===== config.mk =====
export PLATFORM = sky130hd
export DESIGN_NAME = lrs_selector
export DESIGN_NICKNAME = d
export VERILOG_FILES = /design/src/hw/lrs_pkg.sv /design/src/hw/lrs_selector.sv /design/src/hw/lrs_tick_div.sv
export SDC_FILE = /design/constraint.sdc
export NUM_CORES = 1
export LEC_CHECK = 0
export BUFFER_PORTS_ARGS = -buffer_cell sky130_fd_sc_hd__buf_2
export CAP_MARGIN = 10
export CORE_ASPECT_RATIO = 1.25
export CORE_MARGIN = 1
export CORE_UTILIZATION = 58
export CTS_CLUSTER_DIAMETER = 120
export CTS_CLUSTER_SIZE = 40
export DETAILED_ROUTE_END_ITERATION = 8
export PLACE_DENSITY_LB_ADDON = 0.08
export SLEW_MARGIN = 20
export SYNTH_ARGS = -nofsm -noshare
export SYNTH_HDL_FRONTEND = slang
export SYNTH_HIERARCHICAL = 1
export SYNTH_SLANG_ARGS = --single-unit
export TNS_END_PERCENT = 1

===== constraint.sdc =====
create_clock -name mclk -period 3.4 [get_ports mclk]
set_clock_uncertainty 0.1 [all_clocks]
set_input_delay 0.51 -clock mclk [delete_from_list [all_inputs] [get_ports mclk]]
set_output_delay 0.51 -clock mclk [all_outputs]
set_load 0.01 [all_outputs]

===== src/hw/lrs_pkg.sv =====
// shared constants for the link robustness selector
package lrs_pkg;
	// transmission schemes, lower code means more robust
	localparam logic [3:0] SCH_ROBUST_DBPSK = 4'h0;
	localparam logic [3:0] SCH_ROBUST_DQPSK = 4'h1;
	localparam logic [3:0] SCH_DBPSK_CC     = 4'h2;
	localparam logic [3:0] SCH_DBPSK        = 4'h3;
	localparam logic [3:0] SCH_DQPSK_CC     = 4'h4;
	localparam logic [3:0] SCH_DQPSK        = 4'h5;
	localparam logic [3:0] SCH_D8PSK_CC     = 4'h6;
	localparam logic [3:0] SCH_D8PSK        = 4'h7;
	localparam logic [3:0] SCH_UNKNOWN      = 4'hf;
	localparam logic [3:0] SCH_LAST_VALID   = 4'h7;
	// most robust scheme per frame type (type a has no robust modes)
	localparam logic [3:0] MOST_ROBUST_A    = SCH_DBPSK_CC;
	localparam logic [3:0] MOST_ROBUST_B    = SCH_ROBUST_DBPSK;

	// register word offsets
	localparam logic [7:0] OFS_CTRL      = 8'h00;
	localparam logic [7:0] OFS_TIMEOUT   = 8'h04;
	localparam logic [7:0] OFS_LOCAL_CAP = 8'h08;
	localparam logic [7:0] OFS_POWER     = 8'h0c;
	localparam logic [7:0] OFS_STATUS    = 8'h10;
	localparam logic [7:0] OFS_PEER_SEL  = 8'h14;
	localparam logic [7:0] OFS_LAST_KA   = 8'h18;

	// field positions
	localparam int CTRL_ADAPT_BIT  = 0;
	localparam int CTRL_SVC_BIT    = 1;
	localparam int CTRL_FIXED_LSB  = 4;
	localparam int CTRL_CTLSCH_LSB = 8;
	localparam int POWER_CUR_LSB   = 8;
	localparam int STATUS_LOCK_BIT = 0;
	localparam int STATUS_KA_LSB   = 4;
	localparam int STATUS_RTY_LSB  = 8;
	localparam int PEER_AGE_LSB    = 4;
	localparam int PEER_SEEN_BIT   = 31;
	localparam int LKA_POW_LSB     = 8;
	localparam int LKA_ENC_LSB     = 16;

	// reset values
	localparam logic [7:0] TIMEOUT_RST   = 8'h3c;
	localparam logic [3:0] LOCAL_CAP_RST = SCH_UNKNOWN;
	localparam logic [3:0] POWER_MAX_RST = 4'h7;
	localparam logic [3:0] CTLSCH_RST    = SCH_DBPSK_CC;

	// timing: one second at the 5 ns clock
	localparam int CLK_PERIOD_NS = 5;
	localparam int SECOND_NS     = 1000000000;
	localparam int TICKS_PER_SEC = SECOND_NS / CLK_PERIOD_NS;
endpackage


===== src/hw/lrs_selector.sv =====
// per-peer transmission scheme selection and keep-alive robustness control
//
// The plain strobed port and the address map were chosen for this implementation.
`timescale 1ns/100ps
module lrs_selector #(
	parameter int NUM_PEERS     = 8,
	parameter int AGE_W         = 8,
	parameter int KA_MAX_RETRY  = 3,
	parameter int TICKS_PER_SEC = lrs_pkg::TICKS_PER_SEC
) (
	// clock and reset
	input  wire logic                         mclk,
	input  wire logic                         srst,
	// register port
	input  wire logic [7:0]                   reg_addr,
	input  wire logic [31:0]                  reg_wdata,
	input  wire logic                         reg_wr,
	input  wire logic                         reg_rd,
	output logic      [31:0]                  reg_rdata,
	// registration
	input  wire logic                         registration_done,
	// received packet report
	input  wire logic                         rx_pkt_valid,
	input  wire logic                         rx_pkt_generic,
	input  wire logic [$clog2(NUM_PEERS)-1:0] rx_peer_id,
	input  wire logic [3:0]                   rx_capability_field,
	// received keep-alive report
	input  wire logic                         rx_ka_valid,
	input  wire logic                         rx_ka_is_request,
	input  wire logic [3:0]                   rx_ka_tx_sequence,
	input  wire logic [7:0]                   rx_ka_snr,
	input  wire logic [7:0]                   rx_ka_power,
	input  wire logic [3:0]                   rx_ka_encoding,
	// transmit scheme query
	input  wire logic                         tx_req,
	input  wire logic [$clog2(NUM_PEERS)-1:0] tx_peer_id,
	input  wire logic                         tx_is_data,
	input  wire logic                         tx_frame_b,
	output logic                              tx_ans_valid,
	output logic      [3:0]                   tx_scheme,
	output logic      [3:0]                   tx_capability_field,
	// keep-alive transmit control
	input  wire logic                         ka_start,
	input  wire logic [$clog2(NUM_PEERS)-1:0] ka_peer_id,
	input  wire logic                         ka_ack,
	input  wire logic                         ka_no_ack,
	input  wire logic                         relax_req,
	output logic                              ka_send,
	output logic                              ka_is_response,
	output logic      [3:0]                   ka_scheme,
	output logic      [3:0]                   keepalive_tx_sequence,
	output logic      [3:0]                   tx_power,
	output logic                              ka_failed,
	output logic      [3:0]                   ka_ack_scheme,
	output logic      [7:0]                   last_rx_snr_field,
	output logic      [7:0]                   last_rx_power_field,
	output logic      [3:0]                   last_rx_encoding_field
);
	localparam int PW = $clog2(NUM_PEERS);

	generate
		if (NUM_PEERS < 2 || AGE_W < 1 || AGE_W > 16 || KA_MAX_RETRY < 1 ||
			KA_MAX_RETRY > 15) begin : g_bad
			$error("lrs_selector: unsupported parameter value");
		end
	endgenerate

	typedef enum logic [2:0] {
		KA_IDLE = 3'b001,
		KA_SEND = 3'b010,
		KA_WAIT = 3'b100
	} lrs_ka_type;

	// next step up the keep-alive ladder; saturates at robust DBPSK
	function automatic logic [3:0] ka_harder(input logic [3:0] s);
		case (s)
			lrs_pkg::SCH_DBPSK_CC:     ka_harder = lrs_pkg::SCH_ROBUST_DQPSK;
			default:                   ka_harder = lrs_pkg::SCH_ROBUST_DBPSK;
		endcase
	endfunction

	function automatic logic [3:0] ka_easier(input logic [3:0] s);
		case (s)
			lrs_pkg::SCH_ROBUST_DBPSK: ka_easier = lrs_pkg::SCH_ROBUST_DQPSK;
			default:                   ka_easier = lrs_pkg::SCH_DBPSK_CC;
		endcase
	endfunction

	logic sec_tick;

	lrs_tick_div #(
		.PERIOD (TICKS_PER_SEC)
	) u_tick (
		.mclk (mclk),
		.srst (srst),
		.tick (sec_tick)
	);

	// ---- configuration registers
	logic             adapt_stage_reg, adapt_stage_next;
	logic [3:0]       fixed_stage_reg, fixed_stage_next;
	logic             adapt_act_reg,   adapt_act_next;
	logic [3:0]       fixed_act_reg,   fixed_act_next;
	logic             locked_reg,      locked_next;
	logic             svc_node_reg,    svc_node_next;
	logic [3:0]       ctl_sch_reg,     ctl_sch_next;
	logic [AGE_W-1:0] timeout_reg,     timeout_next;
	logic [3:0]       local_cap_reg,   local_cap_next;
	logic [3:0]       pow_max_reg,     pow_max_next;
	logic [PW-1:0]    peer_sel_reg,    peer_sel_next;

	always_comb begin
		adapt_stage_next = adapt_stage_reg;
		fixed_stage_next = fixed_stage_reg;
		adapt_act_next   = adapt_act_reg;
		fixed_act_next   = fixed_act_reg;
		locked_next      = locked_reg;
		svc_node_next    = svc_node_reg;
		ctl_sch_next     = ctl_sch_reg;
		timeout_next     = timeout_reg;
		local_cap_next   = local_cap_reg;
		pow_max_next     = pow_max_reg;
		peer_sel_next    = peer_sel_reg;
		if (reg_wr) begin
			case (reg_addr)
				lrs_pkg::OFS_CTRL: begin
					adapt_stage_next = reg_wdata[lrs_pkg::CTRL_ADAPT_BIT];
					fixed_stage_next = reg_wdata[lrs_pkg::CTRL_FIXED_LSB +: 4];
					svc_node_next    = reg_wdata[lrs_pkg::CTRL_SVC_BIT];
					ctl_sch_next     = reg_wdata[lrs_pkg::CTRL_CTLSCH_LSB +: 4];
				end
				lrs_pkg::OFS_TIMEOUT:   timeout_next   = reg_wdata[AGE_W-1:0];
				lrs_pkg::OFS_LOCAL_CAP: local_cap_next = reg_wdata[3:0];
				lrs_pkg::OFS_POWER:     pow_max_next   = reg_wdata[3:0];
				lrs_pkg::OFS_PEER_SEL:  peer_sel_next  = reg_wdata[PW-1:0];
				default: ;
			endcase
		end
		// fixed mode is taken once at registration and then frozen
		if (registration_done && !locked_reg) begin
			adapt_act_next = adapt_stage_reg;
			fixed_act_next = fixed_stage_reg;
			locked_next    = 1'b1;
		end
	end

	always_ff @(posedge mclk) begin
		if (srst) begin
			adapt_stage_reg <= 1'b1;
			fixed_stage_reg <= lrs_pkg::SCH_ROBUST_DBPSK;
			adapt_act_reg   <= 1'b1;
			fixed_act_reg   <= lrs_pkg::SCH_ROBUST_DBPSK;
			locked_reg      <= 1'b0;
			svc_node_reg    <= 1'b0;
			ctl_sch_reg     <= lrs_pkg::CTLSCH_RST;
			timeout_reg     <= AGE_W'(lrs_pkg::TIMEOUT_RST);
			local_cap_reg   <= lrs_pkg::LOCAL_CAP_RST;
			pow_max_reg     <= lrs_pkg::POWER_MAX_RST;
			peer_sel_reg    <= '0;
		end else begin
			adapt_stage_reg <= adapt_stage_next;
			fixed_stage_reg <= fixed_stage_next;
			adapt_act_reg   <= adapt_act_next;
			fixed_act_reg   <= fixed_act_next;
			locked_reg      <= locked_next;
			svc_node_reg    <= svc_node_next;
			ctl_sch_reg     <= ctl_sch_next;
			timeout_reg     <= timeout_next;
			local_cap_reg   <= local_cap_next;
			pow_max_reg     <= pow_max_next;
			peer_sel_reg    <= peer_sel_next;
		end
	end

	// ---- keep-alive sequencer
	lrs_ka_type ka_st_reg,   ka_st_next;
	logic [3:0] rty_reg,     rty_next;
	logic [3:0] ladder_reg,  ladder_next;
	logic [3:0] pow_reg,     pow_next;
	logic [PW-1:0] ka_peer_reg, ka_peer_next;
	logic       resp_reg,    resp_next;
	logic       pend_resp_reg, pend_resp_next;
	logic       fail_next;
	logic       store_robust;

	always_comb begin
		ka_st_next     = ka_st_reg;
		rty_next       = rty_reg;
		ladder_next    = ladder_reg;
		pow_next       = pow_reg;
		ka_peer_next   = ka_peer_reg;
		resp_next      = resp_reg;
		pend_resp_next = pend_resp_reg;
		fail_next      = 1'b0;
		store_robust   = 1'b0;
		// a request heard by a service node queues its own response
		if (rx_ka_valid && rx_ka_is_request && svc_node_reg) begin
			pend_resp_next = 1'b1;
			ka_peer_next   = rx_peer_id;
		end
		case (ka_st_reg)
			KA_IDLE: begin
				if (ka_start || pend_resp_reg) begin
					ka_st_next     = KA_SEND;
					rty_next       = '0;
					resp_next      = pend_resp_reg && !ka_start;
					// a request heard in this very cycle stays queued
					pend_resp_next = (ka_start && pend_resp_reg) ||
						(rx_ka_valid && rx_ka_is_request && svc_node_reg);
					if (ka_start)
						ka_peer_next = ka_peer_id;
				end
			end
			KA_SEND: ka_st_next = KA_WAIT;
			KA_WAIT: begin
				if (ka_ack) begin
					ka_st_next = KA_IDLE;
				end else if (ka_no_ack) begin
					if (rty_reg == 4'(KA_MAX_RETRY)) begin
						ka_st_next   = KA_IDLE;
						fail_next    = 1'b1;
						store_robust = 1'b1;
					end else begin
						ka_st_next = KA_SEND;
						rty_next   = rty_reg + 4'h1;
						// first retry keeps robustness, later ones raise it
						if (rty_reg != 4'h0) begin
							if (pow_reg < pow_max_reg)
								pow_next = pow_reg + 4'h1;
							else
								ladder_next = ka_harder(ladder_reg);
						end
					end
				end
			end
			default: ka_st_next = KA_IDLE;
		endcase
		// relaxing goes modulation first, power only at the fastest step
		if (relax_req && ka_st_reg == KA_IDLE) begin
			if (ladder_reg != lrs_pkg::SCH_DBPSK_CC)
				ladder_next = ka_easier(ladder_reg);
			else if (pow_reg != 4'h0)
				pow_next = pow_reg - 4'h1;
		end
	end

	always_ff @(posedge mclk) begin
		if (srst) begin
			ka_st_reg     <= KA_IDLE;
			rty_reg       <= '0;
			ladder_reg    <= lrs_pkg::SCH_DBPSK_CC;
			pow_reg       <= '0;
			ka_peer_reg   <= '0;
			resp_reg      <= 1'b0;
			pend_resp_reg <= 1'b0;
			ka_failed     <= 1'b0;
		end else begin
			ka_st_reg     <= ka_st_next;
			rty_reg       <= rty_next;
			ladder_reg    <= ladder_next;
			pow_reg       <= pow_next;
			ka_peer_reg   <= ka_peer_next;
			resp_reg      <= resp_next;
			pend_resp_reg <= pend_resp_next;
			ka_failed     <= fail_next;
		end
	end

	assign ka_send               = (ka_st_reg == KA_SEND);
	assign ka_is_response        = resp_reg;
	assign ka_scheme             = ladder_reg;
	assign keepalive_tx_sequence = rty_reg;
	assign tx_power              = pow_reg;

	// ---- peer table, one entry per peer
	logic [AGE_W-1:0] age_reg  [NUM_PEERS];
	logic [AGE_W-1:0] age_next [NUM_PEERS];
	logic [3:0]       sch_reg  [NUM_PEERS];
	logic [3:0]       sch_next [NUM_PEERS];
	logic             seen_reg [NUM_PEERS];
	logic             seen_next[NUM_PEERS];

	genvar g;
	generate
		for (g = 0; g < NUM_PEERS; g++) begin : g_peer
			always_comb begin
				age_next[g]  = age_reg[g];
				sch_next[g]  = sch_reg[g];
				seen_next[g] = seen_reg[g];
				if (sec_tick && age_reg[g] != {AGE_W{1'b1}})
					age_next[g] = age_reg[g] + AGE_W'(1);
				if (store_robust && ka_peer_reg == PW'(g)) begin
					sch_next[g]  = lrs_pkg::MOST_ROBUST_B;
					age_next[g]  = '0;
					seen_next[g] = 1'b1;
				end
				// a fresh report from the peer outranks the tick and a failed link
				if (rx_pkt_valid && rx_pkt_generic && rx_peer_id == PW'(g)) begin
					sch_next[g]  = rx_capability_field;
					age_next[g]  = '0;
					seen_next[g] = 1'b1;
				end
			end

			always_ff @(posedge mclk) begin
				if (srst) begin
					age_reg[g]  <= '0;
					sch_reg[g]  <= lrs_pkg::SCH_UNKNOWN;
					seen_reg[g] <= 1'b0;
				end else begin
					age_reg[g]  <= age_next[g];
					sch_reg[g]  <= sch_next[g];
					seen_reg[g] <= seen_next[g];
				end
			end
		end
	endgenerate

	// ---- transmit scheme answer, one cycle after the query
	logic [3:0] sch_pick;
	logic [3:0] robust_pick;
	logic       stale;

	always_comb begin
		robust_pick = tx_frame_b ? lrs_pkg::MOST_ROBUST_B : lrs_pkg::MOST_ROBUST_A;
		stale = !seen_reg[tx_peer_id] || (age_reg[tx_peer_id] >= timeout_reg);
		if (!tx_is_data)
			sch_pick = ctl_sch_reg;
		else if (locked_reg && !adapt_act_reg)
			sch_pick = fixed_act_reg;
		else if (stale)
			sch_pick = robust_pick;
		else if (sch_reg[tx_peer_id] == lrs_pkg::SCH_UNKNOWN ||
			sch_reg[tx_peer_id] > lrs_pkg::SCH_LAST_VALID)
			sch_pick = robust_pick;
		else
			sch_pick = sch_reg[tx_peer_id];
	end

	always_ff @(posedge mclk) begin
		if (srst) begin
			tx_ans_valid        <= 1'b0;
			tx_scheme           <= lrs_pkg::SCH_ROBUST_DBPSK;
			tx_capability_field <= lrs_pkg::LOCAL_CAP_RST;
		end else begin
			tx_ans_valid        <= tx_req;
			if (tx_req)
				tx_scheme <= sch_pick;
			tx_capability_field <= local_cap_reg;
		end
	end

	// ---- last received keep-alive and acknowledgement robustness
	logic [3:0] ack_next;

	always_comb begin
		ack_next = ka_ack_scheme;
		if (rx_ka_valid) begin
			ack_next = ctl_sch_reg;
			// a copy sent more than twice: never answer less robustly
			if (rx_ka_tx_sequence > 4'h1 && rx_ka_encoding < ctl_sch_reg)
				ack_next = rx_ka_encoding;
		end
	end

	always_ff @(posedge mclk) begin
		if (srst) begin
			ka_ack_scheme          <= lrs_pkg::CTLSCH_RST;
			last_rx_snr_field      <= '0;
			last_rx_power_field    <= '0;
			last_rx_encoding_field <= '0;
		end else begin
			ka_ack_scheme <= ack_next;
			if (rx_ka_valid) begin
				last_rx_snr_field      <= rx_ka_snr;
				last_rx_power_field    <= rx_ka_power;
				last_rx_encoding_field <= rx_ka_encoding;
			end
		end
	end

	// ---- register read, data in the cycle after the strobe
	logic [31:0] rd_next;

	always_comb begin
		rd_next = '0;
		if (reg_rd) begin
			case (reg_addr)
				lrs_pkg::OFS_CTRL: begin
					rd_next[lrs_pkg::CTRL_ADAPT_BIT]        = adapt_stage_reg;
					rd_next[lrs_pkg::CTRL_SVC_BIT]          = svc_node_reg;
					rd_next[lrs_pkg::CTRL_FIXED_LSB +: 4]   = fixed_stage_reg;
					rd_next[lrs_pkg::CTRL_CTLSCH_LSB +: 4]  = ctl_sch_reg;
				end
				lrs_pkg::OFS_TIMEOUT:   rd_next[AGE_W-1:0] = timeout_reg;
				lrs_pkg::OFS_LOCAL_CAP: rd_next[3:0]       = local_cap_reg;
				lrs_pkg::OFS_POWER: begin
					rd_next[3:0]                          = pow_max_reg;
					rd_next[lrs_pkg::POWER_CUR_LSB +: 4]  = pow_reg;
				end
				lrs_pkg::OFS_STATUS: begin
					rd_next[lrs_pkg::STATUS_LOCK_BIT]     = locked_reg;
					rd_next[lrs_pkg::STATUS_KA_LSB +: 3]  = ka_st_reg;
					rd_next[lrs_pkg::STATUS_RTY_LSB +: 4] = rty_reg;
				end
				lrs_pkg::OFS_PEER_SEL: begin
					rd_next[3:0]                               = sch_reg[peer_sel_reg];
					rd_next[lrs_pkg::PEER_AGE_LSB +: AGE_W]    = age_reg[peer_sel_reg];
					rd_next[lrs_pkg::PEER_SEEN_BIT]            = seen_reg[peer_sel_reg];
				end
				lrs_pkg::OFS_LAST_KA: begin
					rd_next[7:0]                         = last_rx_snr_field;
					rd_next[lrs_pkg::LKA_POW_LSB +: 8]   = last_rx_power_field;
					rd_next[lrs_pkg::LKA_ENC_LSB +: 4]   = last_rx_encoding_field;
				end
				default: rd_next = '0;
			endcase
		end
	end

	always_ff @(posedge mclk) begin
		if (srst)
			reg_rdata <= '0;
		else
			reg_rdata <= rd_next;
	end
endmodule // lrs_selector


===== src/hw/lrs_tick_div.sv =====
// one-cycle enable pulse every PERIOD clock cycles
`timescale 1ns/100ps
module lrs_tick_div #(
	parameter int PERIOD = 200000000
) (
	// clock and reset
	input  wire logic mclk,
	input  wire logic srst,
	// enable out
	output logic      tick
);
	localparam int CW = $clog2(PERIOD);

	generate
		if (PERIOD < 2) begin : g_bad
			$error("lrs_tick_div: PERIOD must be at least 2");
		end
	endgenerate

	logic [CW-1:0] cnt_reg;
	logic [CW-1:0] cnt_next;
	logic          tick_next;

	always_comb begin
		tick_next = 1'b0;
		cnt_next  = cnt_reg + CW'(1);
		if (cnt_reg == CW'(PERIOD - 1)) begin
			cnt_next  = '0;
			tick_next = 1'b1;
		end
	end

	always_ff @(posedge mclk) begin
		if (srst) begin
			cnt_reg <= '0;
			tick    <= 1'b0;
		end else begin
			cnt_reg <= cnt_next;
			tick    <= tick_next;
		end
	end
endmodule // lrs_tick_div


* Yosys cells after proc, flatten, opt, wreduce, memory -nomap -nowiden
Memories as Yosys holds them, arrays and structs flattened. A register that Yosys moved wholly into a read port is not among the register bits.
Cells that the tools add are included.
** Word-level totals
- Bits in registers :: 149
- Bits in latches :: 0
- Bits in writable memories :: 104
- Memory bits (read-only) :: 0
- Input bits :: 93
- Output and inout port bits :: 80
- Logic and storage cells :: 335
- Memories :: 3
** Memories
- age_reg :: words 8, bits a word 8, read ports 10, clocked after Yosys merged registers in 1, write ports 8, RTL line lrs_selector.sv:276 : logic [AGE_W-1:0] age_reg [NUM_PEERS];
- sch_reg :: words 8, bits a word 4, read ports 2, clocked after Yosys merged registers in 1, write ports 8, RTL line lrs_selector.sv:278 : logic [3:0] sch_reg [NUM_PEERS];
- seen_reg :: words 8, bits a word 1, read ports 2, clocked after Yosys merged registers in 1, write ports 8, RTL line lrs_selector.sv:280 : logic seen_reg [NUM_PEERS];
** Cells by class
- $add $sub $neg :: 12
- Multiply operators :: 0
- Div/mod/pow operators :: 0
- Magnitude comparators :: 5
- Eq/ne operators :: 49
- Shift-type cells :: 0
- Muxes and demuxes :: 140
- Bitwise gates (word level) :: 27
- Reductions and logical operators :: 68
** Operator list (number)
- 8-bit 2-to-1 mux :: 32
- 4-bit 2-to-1 mux :: 50
- 8-bit by 1-bit adder with 8-bit output (second input constant) :: 8
- 8-bit != test (second input constant) :: 8
- 1-bit 2-to-1 mux :: 36
- 1-bit logical AND :: 33
- 3-bit 2-to-1 mux :: 11
- 2-bit AND reduction :: 15
- 28-bit by 1-bit adder with 28-bit output (second input constant) :: 1
- 28-bit equality test (second input constant) :: 1
- 3-bit equality test (second input constant) :: 9
- 8-bit by 5-bit equality test with 1-bit output (second input constant) :: 3
- 2-bit != test (second input constant) :: 12
- 1-bit bitwise OR :: 24
- 4-bit case mux with 5 select lines :: 1
- 8-bit by 4-bit equality test with 1-bit output (second input constant) :: 2
- 3-bit by 2-bit equality test with 1-bit output (second input constant) :: 5
- 3-bit case mux with 5 select lines :: 1
- 2-bit case mux with 5 select lines :: 1
- 3-bit by 1-bit equality test with 1-bit output (second input constant) :: 3
- 3-bit case mux with 3 select lines :: 1
- 4-bit by 1-bit adder with 4-bit output (second input constant) :: 2
- 4-bit by 2-bit equality test with 1-bit output (second input constant) :: 2
- 8-bit by 3-bit equality test with 1-bit output (second input constant) :: 1
- other kinds (24) :: 39

* Longest topological paths before layout
Gate-level depths: netlist (run 1).
- Depth after elaboration :: 10
- Mapped depth :: 10
- Mapped depth without buffers :: 8

* Modules after synthesis
Netlist (run 1), hierarchy kept.
** By module, submodules not included
- lrs_selector :: instances 1, cells an instance 1124, area each 11262.1 um2, sequential area each 4734.5 um2
- lrs_tick_div :: instances 1, cells an instance 158, area each 1342.5 um2, sequential area each 580.6 um2

* Worst setup path after synthesis (run 1)
No wires, ideal clock.
- Path kind :: input to register
- From :: input tx_peer_id[1]
- To :: register tx_scheme[0]
- Library setup time :: 0.091 ns
- Data arrival time :: 2.956 ns
- Required time :: 3.209 ns
- Slack :: 0.253 ns
- Cell stages on the path :: 10
- Buffers on the path :: 2
- Path through :: buf_2 > clkbuf_1 > mux4_2 > mux2_2 > ha_1 > a211oi_1 > nor2_1 > nor4_2 > nand3_1 > a311oi_1
** On the way
- Longest elaborated chain between the ends :: 7
- Elaborated cells between the ends (all ways) :: 13
- Those cells by class :: order compare: 2; eq/ne: 1; mux: 4; reduce/logical: 3; memory: 3
** Ends and longest elaborated chain
- start, declared :: RTL line lrs_selector.sv:36 : input wire logic [$clog2(NUM_PEERS)-1:0] tx_peer_id,
- memory read 8 x 4 bit
- 4-bit by 3-bit greater-than comparator with 1-bit output / 4-bit equality test (equally long branches) :: RTL line lrs_selector.sv:334, lrs_selector.sv:333
- 1-bit logical OR :: RTL line lrs_selector.sv:333 : else if (sch_reg[tx_peer_id] == lrs_pkg::SCH_UNKNOWN ||
- 4-bit 2-to-1 mux :: RTL line lrs_selector.sv:333
- 4-bit 2-to-1 mux * :: RTL line lrs_selector.sv:331 : else if (stale)
- 4-bit 2-to-1 mux * :: RTL line lrs_selector.sv:329 : else if (locked_reg && !adapt_act_reg)
- 4-bit 2-to-1 mux * :: RTL line lrs_selector.sv:327 : if (!tx_is_data)
- end signal, assigned :: RTL line lrs_selector.sv:343 : tx_scheme <= lrs_pkg::SCH_ROBUST_DBPSK;
- end signal, assigned :: RTL line lrs_selector.sv:348 : tx_scheme <= sch_pick;
- end, declared :: RTL line lrs_selector.sv:40 : output logic [3:0] tx_scheme,
Every way passes the cells marked *; elsewhere a longest branch is shown, timed or not.
A chain may end at the register's enable or synchronous reset.

==> results of run 1 <==
layer usage:
layer / up-vias / GRT usage [%] / part of all wire (%)
met2: 369 / 48.9 / 49
li1: 4843 / - / -
met1: 4788 / 35.2 / 41
met5: - / 0 / 0
met3: 72 / 3.53 / 6.4
met4: 0 / 11.7 / 4.1
cell usage in the layout (no fill, tap or decap), types with 27 or more instances in the layout:
cell type / count
dfxtp_1: 207
nor2_1: 146
buf_2: 139
nand2_1: 96
a21oi_1: 57
mux4_2: 44
nand3_1: 43
inv_1: 39
edfxtp_1: 39
a21o_1: 38
mux2i_1: 37
xnor2_1: 36
xor2_1: 33
and3_1: 32
nor3_1: 30
ha_1: 27
power by group:
group          switching (uW)  internal, uW
clock                     904           613
combinational             326           233
sequential                103          3040
synthesized netlist by cell type (11+ instances only):
| library cell | instances |
|---|---|
| buf_2 | 19 |
| edfxtp_1 | 39 |
| nand2_1 | 96 |
| buf_4 | 14 |
| dfxtp_1 | 207 |
| o21ai_0 | 25 |
| nand3_1 | 43 |
| nor3_1 | 30 |
| inv_1 | 39 |
| nand4_1 | 23 |
| xnor2_1 | 36 |
| mux2_2 | 21 |
| nor2_1 | 146 |
| and4_1 | 11 |
| a222oi_1 | 12 |
| mux2i_1 | 37 |
| xor2_1 | 33 |
| nand3b_1 | 11 |
| nand2b_1 | 22 |
| a21oi_1 | 57 |
| ha_1 | 27 |
| or2_2 | 13 |
| clkbuf_1 | 34 |
| and3_1 | 32 |
| nor2b_1 | 20 |
| mux4_2 | 44 |
| a21o_1 | 38 |
critical path, cell delays in order, from the launching register on:
cell,delay (ns)
dfxtp_1,0.39
mux4_2,0.50
mux2_2,0.29
ha_1,0.29
a211oi_1,0.23
nor2_1,0.09
nor4_2,0.41
nand3_1,0.13
a311oi_1,0.30
area by class of cell:
type                       count  area share [%]
multi-input combinational    926            49.3
sequential                   246            38.7
timing repair buffer         158            6.10
tap                          274            2.50
clock buffer                  13            2.06
inverter                      40            1.09
clock inverter                 1           0.219
cells by family (layout without fill, tap and decap cells):
| kind of cell | Yosys count | after routing | synth area share, % |
|---|---|---|---|
| AOI/OAI and AO/OA | 212 | 212 | 11.7 |
| xor gates and xnor gates | 69 | 69 | 4.79 |
| adders and majority gates | 27 | 27 | 2.68 |
| buffers and inverters | 120 | 212 | 4.37 |
| DFF | 246 | 246 | 42.2 |
| muxes | 106 | 106 | 13.5 |
| other | 1 | 11 | 0.0298 |
| and+or+nand+nor | 501 | 501 | 20.8 |
how the worst max path moves through the flow:
stage,to,slack [ns],cells after the start
after floorplan,tx_scheme[0],0.25,10
after global placement,tx_scheme[0],0.20,10
after detailed placement,tx_scheme[0],0.11,10
after CTS,sch_reg[0][3],0.59,5
after global routing,tx_scheme[0],0.24,8
final,tx_scheme[0],0.58,8
stage by stage:
step / total power (uW) / std cells / utilization (%) / instance area (um^2) / worst slack [ns]
after floorplan: 3560 / 1292 / - / 12600 / 0.253
after global placement: 3750 / 1644 / 63.8 / 13400 / 0.198
after detailed placement: 3760 / 1644 / 63.8 / 13400 / 0.109
after CTS: 5260 / 1658 / 65.3 / 13700 / 0.588
after global routing: 5430 / 1658 / 65.3 / 13700 / 0.236
final: 5220 / 1658 / 65.3 / 13700 / 0.579
==> results_tabular.tex, run 1 <==
\begin{tabular}{lr}
\hline
Metric & Value \\
\hline
\multicolumn{2}{l}{\textbf{Yosys}} \\
Most area-hungry cell type in the Yosys netlist & dfxtp\_1 \\
Sequential fraction of the synthesis area & 42.2\% \\
EDFF count, synth & 39 \\
Warnings from Yosys & 6 \\
Share of Yosys cell area claimed by the top area cell type & 32.9\% \\
Synthesized area divided by synthesized cell count & 9.83 um\^{}2 \\
Ys flop type & dfxtp\_1 \\
Largest cells by area after synthesis & dfxtp\_1 (33\%), edfxtp\_1 (9.3\%), mux4\_2 (7.9\%) \\
Netlist area before placement & 12600 um\^{}2 \\
Share of flip-flops with an asynchronous set or reset after synthesis & 0\% \\
Synth Register Bits & 246 \\
Synthesized instance count & 1282 \\
Cell variety after synth & 73 \\
\multicolumn{2}{l}{\textbf{Finish}} \\
Share of post-route cells with drive strength above 1 & 19.0\% \\
Area of the multi-input gates & 6780 um\^{}2 \\
Synth-to-layout area growth & 8.97\% \\
Antenna cell count & 0 \\
Number of flip-flops in the largest register & 64 \\
Register area & 5320 um\^{}2 \\
Layout net count & 1502 \\
Filler Cell Count & 1806 \\
\multicolumn{2}{l}{\textbf{Placement}} \\
Count of port buffers added during placement & 140 \\
GP Congestion & 0.946 \\
Placed wire-length estimate & 24100 um \\
\multicolumn{2}{l}{\textbf{Worst setup path}} \\
Register-to-Register Setup Slack & 0.58 ns \\
Endpoint kind of the worst setup timing path & flip-flop \\
Element type at the critical path start & flip-flop \\
Critical path origin & age\_reg[4][5] \\
Maximum net fanout on the critical path & 5 \\
Arrival time at the worst endpoint & 3.13 ns \\
Terminus of the critical flop-to-flop path & tx\_scheme[0] \\
Worst flop-to-flop path startpoint & age\_reg[4][5] \\
Start-to-end type of the worst setup path & reg2reg \\
Crit path required time & 3.71 ns \\
Worst Reg2Reg Path Length in Cells & 8 \\
\multicolumn{2}{l}{\textbf{Global routing}} \\
Gr usage total & 28.2\% \\
Maximum number of pins on one net before global-route repair & 67 \\
Grt total ovfl & 0 \\
Initial antenna violation count & 0 \\
Number of global-route vias before repair & 9503 \\
Global-route wire length before repair & 49900 um \\
\multicolumn{2}{l}{\textbf{Power and ir drop}} \\
Power per cell area & 380 nW/um\^{}2 \\
IR Drop Worst-Case VDD & 0.573 mV \\
LEAKAGE & 0.00541 uW \\
\multicolumn{2}{l}{\textbf{Detailed routing}} \\
Vias after detailed routing & 10100 \\
Number of nets with antenna violations after detailed routing & 0 \\
Number of DRC markers after the initial detailed-route iteration & 773 \\
Routed length per instance & 18.7 um \\
Total routed wirelength & 31100 um \\
1st-pass router iterations & 6 \\
Drc violations & 0 \\
Via density per instance & 6.07 \\
\multicolumn{2}{l}{\textbf{CTS}} \\
Root Buffer Master & clkbuf\_16 \\
CTS tree & yes \\
H-tree lvl count & 1 \\
Cells resized by post-CTS repair & 0 \\
Number of buffers between clock root and the deepest sink & 3 \\
Cts hold-fix bufs & 0 \\
Post-CTS Setup Bufs & 0 \\
Worst skew pair latency & 0.50 ns \\
CTS sink cnt & 246 \\
Clock transition at the register clock pins on the worst setup and hold paths after CTS & 0.15 ns \\
Clock buffer count from CTS & 10 \\
\multicolumn{2}{l}{\textbf{Flow run}} \\
Count of maximum capacitance violations & 0 \\
\multicolumn{2}{l}{\textbf{Floorplanning}} \\
Std-Cell Core Area & 21000 um\^{}2 \\
Initial Util & 59.9\% \\
Horizontal die dimension & 134 um \\
Floorplan die area & 22300 um\^{}2 \\
Die outline height & 167 um \\
Std-Cell Rows & 59 \\
Number of top-level design ports & 173 \\
\multicolumn{2}{l}{\textbf{Timing}} \\
Final setup violating endpoints & 0 \\
Tmin final & 2.82 ns \\
Setup Total Neg Slack & 0 ns \\
Peak clock frequency supported by timing & 355 MHz \\
Tcrit/Tclk final & 83.0\% \\
Setup repair after global routing missed its margin & false \\
Actual transition at the worst max-transition pin & 0.729 ns \\
Endpoints failing hold & 0 \\
Final max-slew violation count & 0 \\
Slew HR & 51.2\% \\
Hold WS & 0.103 ns \\
\multicolumn{2}{l}{\textbf{Hold path}} \\
Kind of path behind the tightest hold check & in2reg \\
Start point of the worst hold path & ka\_start \\
Worst min-delay path endpoint & ka\_is\_response \\
Hold path depth & 2 \\
\multicolumn{2}{l}{\textbf{Outcome}} \\
Result of the run & completed \\
\hline
\end{tabular}
(Power assumes the default switching activity.)
==> run 2, diff against run 1 <==
==> constraint.sdc (replaced) <==
create_clock -name mclk -period 2.7 [get_ports mclk]
set_clock_uncertainty 0.1 [all_clocks]
set_input_delay 0.405 -clock mclk [delete_from_list [all_inputs] [get_ports mclk]]
set_output_delay 0.405 -clock mclk [all_outputs]
set_load 0.01 [all_outputs]
==> run 2 against run 1 <==
Against the previous run:
- combinational power increased by 31%
- clock-buffer cell count is the same
- clock power up 27%
- cell count grew 4.1%
- sequential power increased by 26%
- worst hold slack worse by 0.089 ns
- non-clock buffer count up 68
- largest cell class unchanged
==> results_tabular.tex, run 2 (synthesis results as in run 1) <==
\begin{tabular}{lr}
\hline
Metric & Value \\
\hline
\multicolumn{2}{l}{\textbf{Floorplanning}} \\
Floorplan die area & 22300 um\^{}2 \\
Die outline height & 167 um \\
Initial Util & 59.9\% \\
Number of top-level design ports & 173 \\
Std-Cell Rows & 59 \\
Std-Cell Core Area & 21000 um\^{}2 \\
Horizontal die dimension & 134 um \\
\multicolumn{2}{l}{\textbf{Detailed routing}} \\
Number of nets with antenna violations after detailed routing & 0 \\
Sum of met2 wire segment lengths after detailed routing & 16100 um \\
Routed length per instance & 19.3 um \\
Met1 Wirelength & 13700 um \\
Vias after detailed routing & 10400 \\
WL met3 & 1980 um \\
Total routed wirelength & 33400 um \\
Number of DRC markers after the initial detailed-route iteration & 867 \\
DR top layer & met4 \\
Via density per instance & 6.01 \\
Drc violations & 0 \\
1st-pass router iterations & 5 \\
\multicolumn{2}{l}{\textbf{Outcome}} \\
Result of the run & completed \\
\multicolumn{2}{l}{\textbf{Power and ir drop}} \\
Part of the power in the clock network & 29.2\% \\
Switching share of total power & 25.8\% \\
Internal Power & 4910 uW \\
Power per cell area & 462 nW/um\^{}2 \\
Power dissipated by switching net loads & 1710 uW \\
Power share of the sequential group & 59.8\% \\
IR Drop Worst-Case VDD & 0.452 mV \\
PnR Total Power & 6620 uW \\
LEAKAGE & 0.00579 uW \\
Relative contribution of combinational cells to total power & 11.1\% \\
\multicolumn{2}{l}{\textbf{Finish}} \\
Antenna cell count & 0 \\
Share of post-route cells with drive strength above 1 & 23.0\% \\
Final non-filler cell area & 14300 um\^{}2 \\
Number of flip-flops in the largest register & 64 \\
Synth-to-layout area growth & 13.6\% \\
Layout net count & 1570 \\
Area of the multi-input gates & 6810 um\^{}2 \\
Final standard cell count with taps included and fillers excluded & 1726 \\
Filler Cell Count & 1716 \\
Top library cells by usage in the layout, fill and taps aside & dfxtp\_1 (207), nor2\_1 (146), buf\_2 (138), nand2\_1 (96), buf\_4 (84) \\
Most frequent standard cell in the layout excluding fill and tap cells & dfxtp\_1 \\
Register area & 5320 um\^{}2 \\
Fraction of the core area covered by cells at the end of the flow & 68.1\% \\
\multicolumn{2}{l}{\textbf{Worst setup path}} \\
Register-to-Register Setup Slack & 0.10 ns \\
Critical path origin & age\_reg[4][4] \\
CP max-delay cell & mux4\_2 \\
Instance count on the critical path & 8 \\
End point of the critical path & tx\_scheme[0] \\
Maximum net fanout on the critical path & 6 \\
Slowest Stage Delay on Critical Path & 0.50 ns \\
Endpoint kind of the worst setup timing path & flip-flop \\
Crit path required time & 3.02 ns \\
Worst flop-to-flop path startpoint & age\_reg[4][4] \\
Buf/Inv on CP & 0 \\
Worst Reg2Reg Path Length in Cells & 8 \\
Largest delay contributor family on the critical path & multiplexers \\
Element type at the critical path start & flip-flop \\
Critical path, cell by cell & mux4\_2 -> mux2\_2 -> ha\_1 -> a211oi\_2 -> nor2\_1 -> nor4\_4 -> nand3\_1 -> a311oi\_1 \\
Start-to-end type of the worst setup path & reg2reg \\
Arrival time at the worst endpoint & 2.92 ns \\
Terminus of the critical flop-to-flop path & tx\_scheme[0] \\
\multicolumn{2}{l}{\textbf{Placement}} \\
Count of port buffers added during placement & 140 \\
Placed wire-length estimate & 26200 um \\
GP Congestion & 0.940 \\
Placed Area & 14000 um\^{}2 \\
Post-Place Cells & 1711 \\
\multicolumn{2}{l}{\textbf{Timing}} \\
Endpoints failing hold & 0 \\
Final max-slew violation count & 0 \\
Tcrit/Tclk final & 96.2\% \\
Final setup violating endpoints & 0 \\
Slew HR & 49.1\% \\
Actual transition at the worst max-transition pin & 0.760 ns \\
Tmin final & 2.60 ns \\
Peak clock frequency supported by timing & 385 MHz \\
Hold WS & 0.0142 ns \\
\multicolumn{2}{l}{\textbf{Flow run}} \\
Count of maximum capacitance violations & 0 \\
\multicolumn{2}{l}{\textbf{Global routing}} \\
Grt total ovfl & 0 \\
Maximum number of pins on one net before global-route repair & 42 \\
Initial antenna violation count & 0 \\
Gr usage total & 29.8\% \\
Number of global-route vias before repair & 9965 \\
Global-route wire length before repair & 52300 um \\
\multicolumn{2}{l}{\textbf{CTS}} \\
Cts hold-fix bufs & 0 \\
CTS sink cnt & 246 \\
Number of buffers between clock root and the deepest sink & 3 \\
Clock buffer count from CTS & 10 \\
Root Buffer Master & clkbuf\_16 \\
CTS tree & yes \\
Clock transition at the register clock pins on the worst setup and hold paths after CTS & 0.14 ns \\
H-tree lvl count & 1 \\
Worst skew pair latency & 0.50 ns \\
\multicolumn{2}{l}{\textbf{Hold path}} \\
Kind of path behind the tightest hold check & in2reg \\
\hline
\end{tabular}
[run 2: repair_timing]
item                       CTS  global route
resized for setup            0             3
buffers inserted             0             1
setup endpoints to repair    0             2
hold endpoints to repair     0             0
[run 2: routing by layer]
metal | vias up | track usage [%]
li1 | 4991 | -
met1 | 4938 | 37.1
met2 | 364 | 50.7
met3 | 80 | 3.35
met4 | 0 | 15.0
met5 | - | 0
[run 2: area by class of cell]
cell class | count | share of cell area [%]
sequential | 246 | 37.1
clock inverter | 1 | 0.210
clock buffer | 13 | 1.97
multi-input combinational | 926 | 47.6
timing repair buffer | 226 | 9.70
tap | 274 | 2.39
inverter | 40 | 1.05
[run 2: worst min-delay path by stage]
stage          slack (ns)        startpoint  cells past startpoint                      to
3_5_place_dp         0.35  local_cap_reg[0]                      1  tx_capability_field[0]
4_1_cts             0.003          ka_start                      2          ka_is_response
6_report             0.01          ka_start                      2          ka_is_response
3_3_place_gp         0.34    timeout_reg[1]                      2          timeout_reg[1]
2_1_floorplan        0.33       seen_reg[4]                      2             seen_reg[4]
5_1_grt             0.009          ka_start                      2          ka_is_response
[run 2: stage by stage]
step | TNS, ns | setup WS, ns
final | 0 | 0.101
after global routing | -0.0338 | -0.0290
after CTS | 0 | 0.0732
after detailed placement | -1.01 | -0.388
after global placement | -0.846 | -0.311
after floorplan | -0.0540 | -0.0270
[run 2: power groups by stage]
| stage | clock [uW] | combinational [uW] | sequential (uW) |
|---|---|---|---|
| after floorplan | 0 | 494 | 3990 |
| after global placement | 0 | 705 | 4030 |
| after detailed placement | 0 | 719 | 4030 |
| after CTS | 1970 | 722 | 3950 |
| after global routing | 2080 | 805 | 3970 |
| final | 1930 | 731 | 3960 |
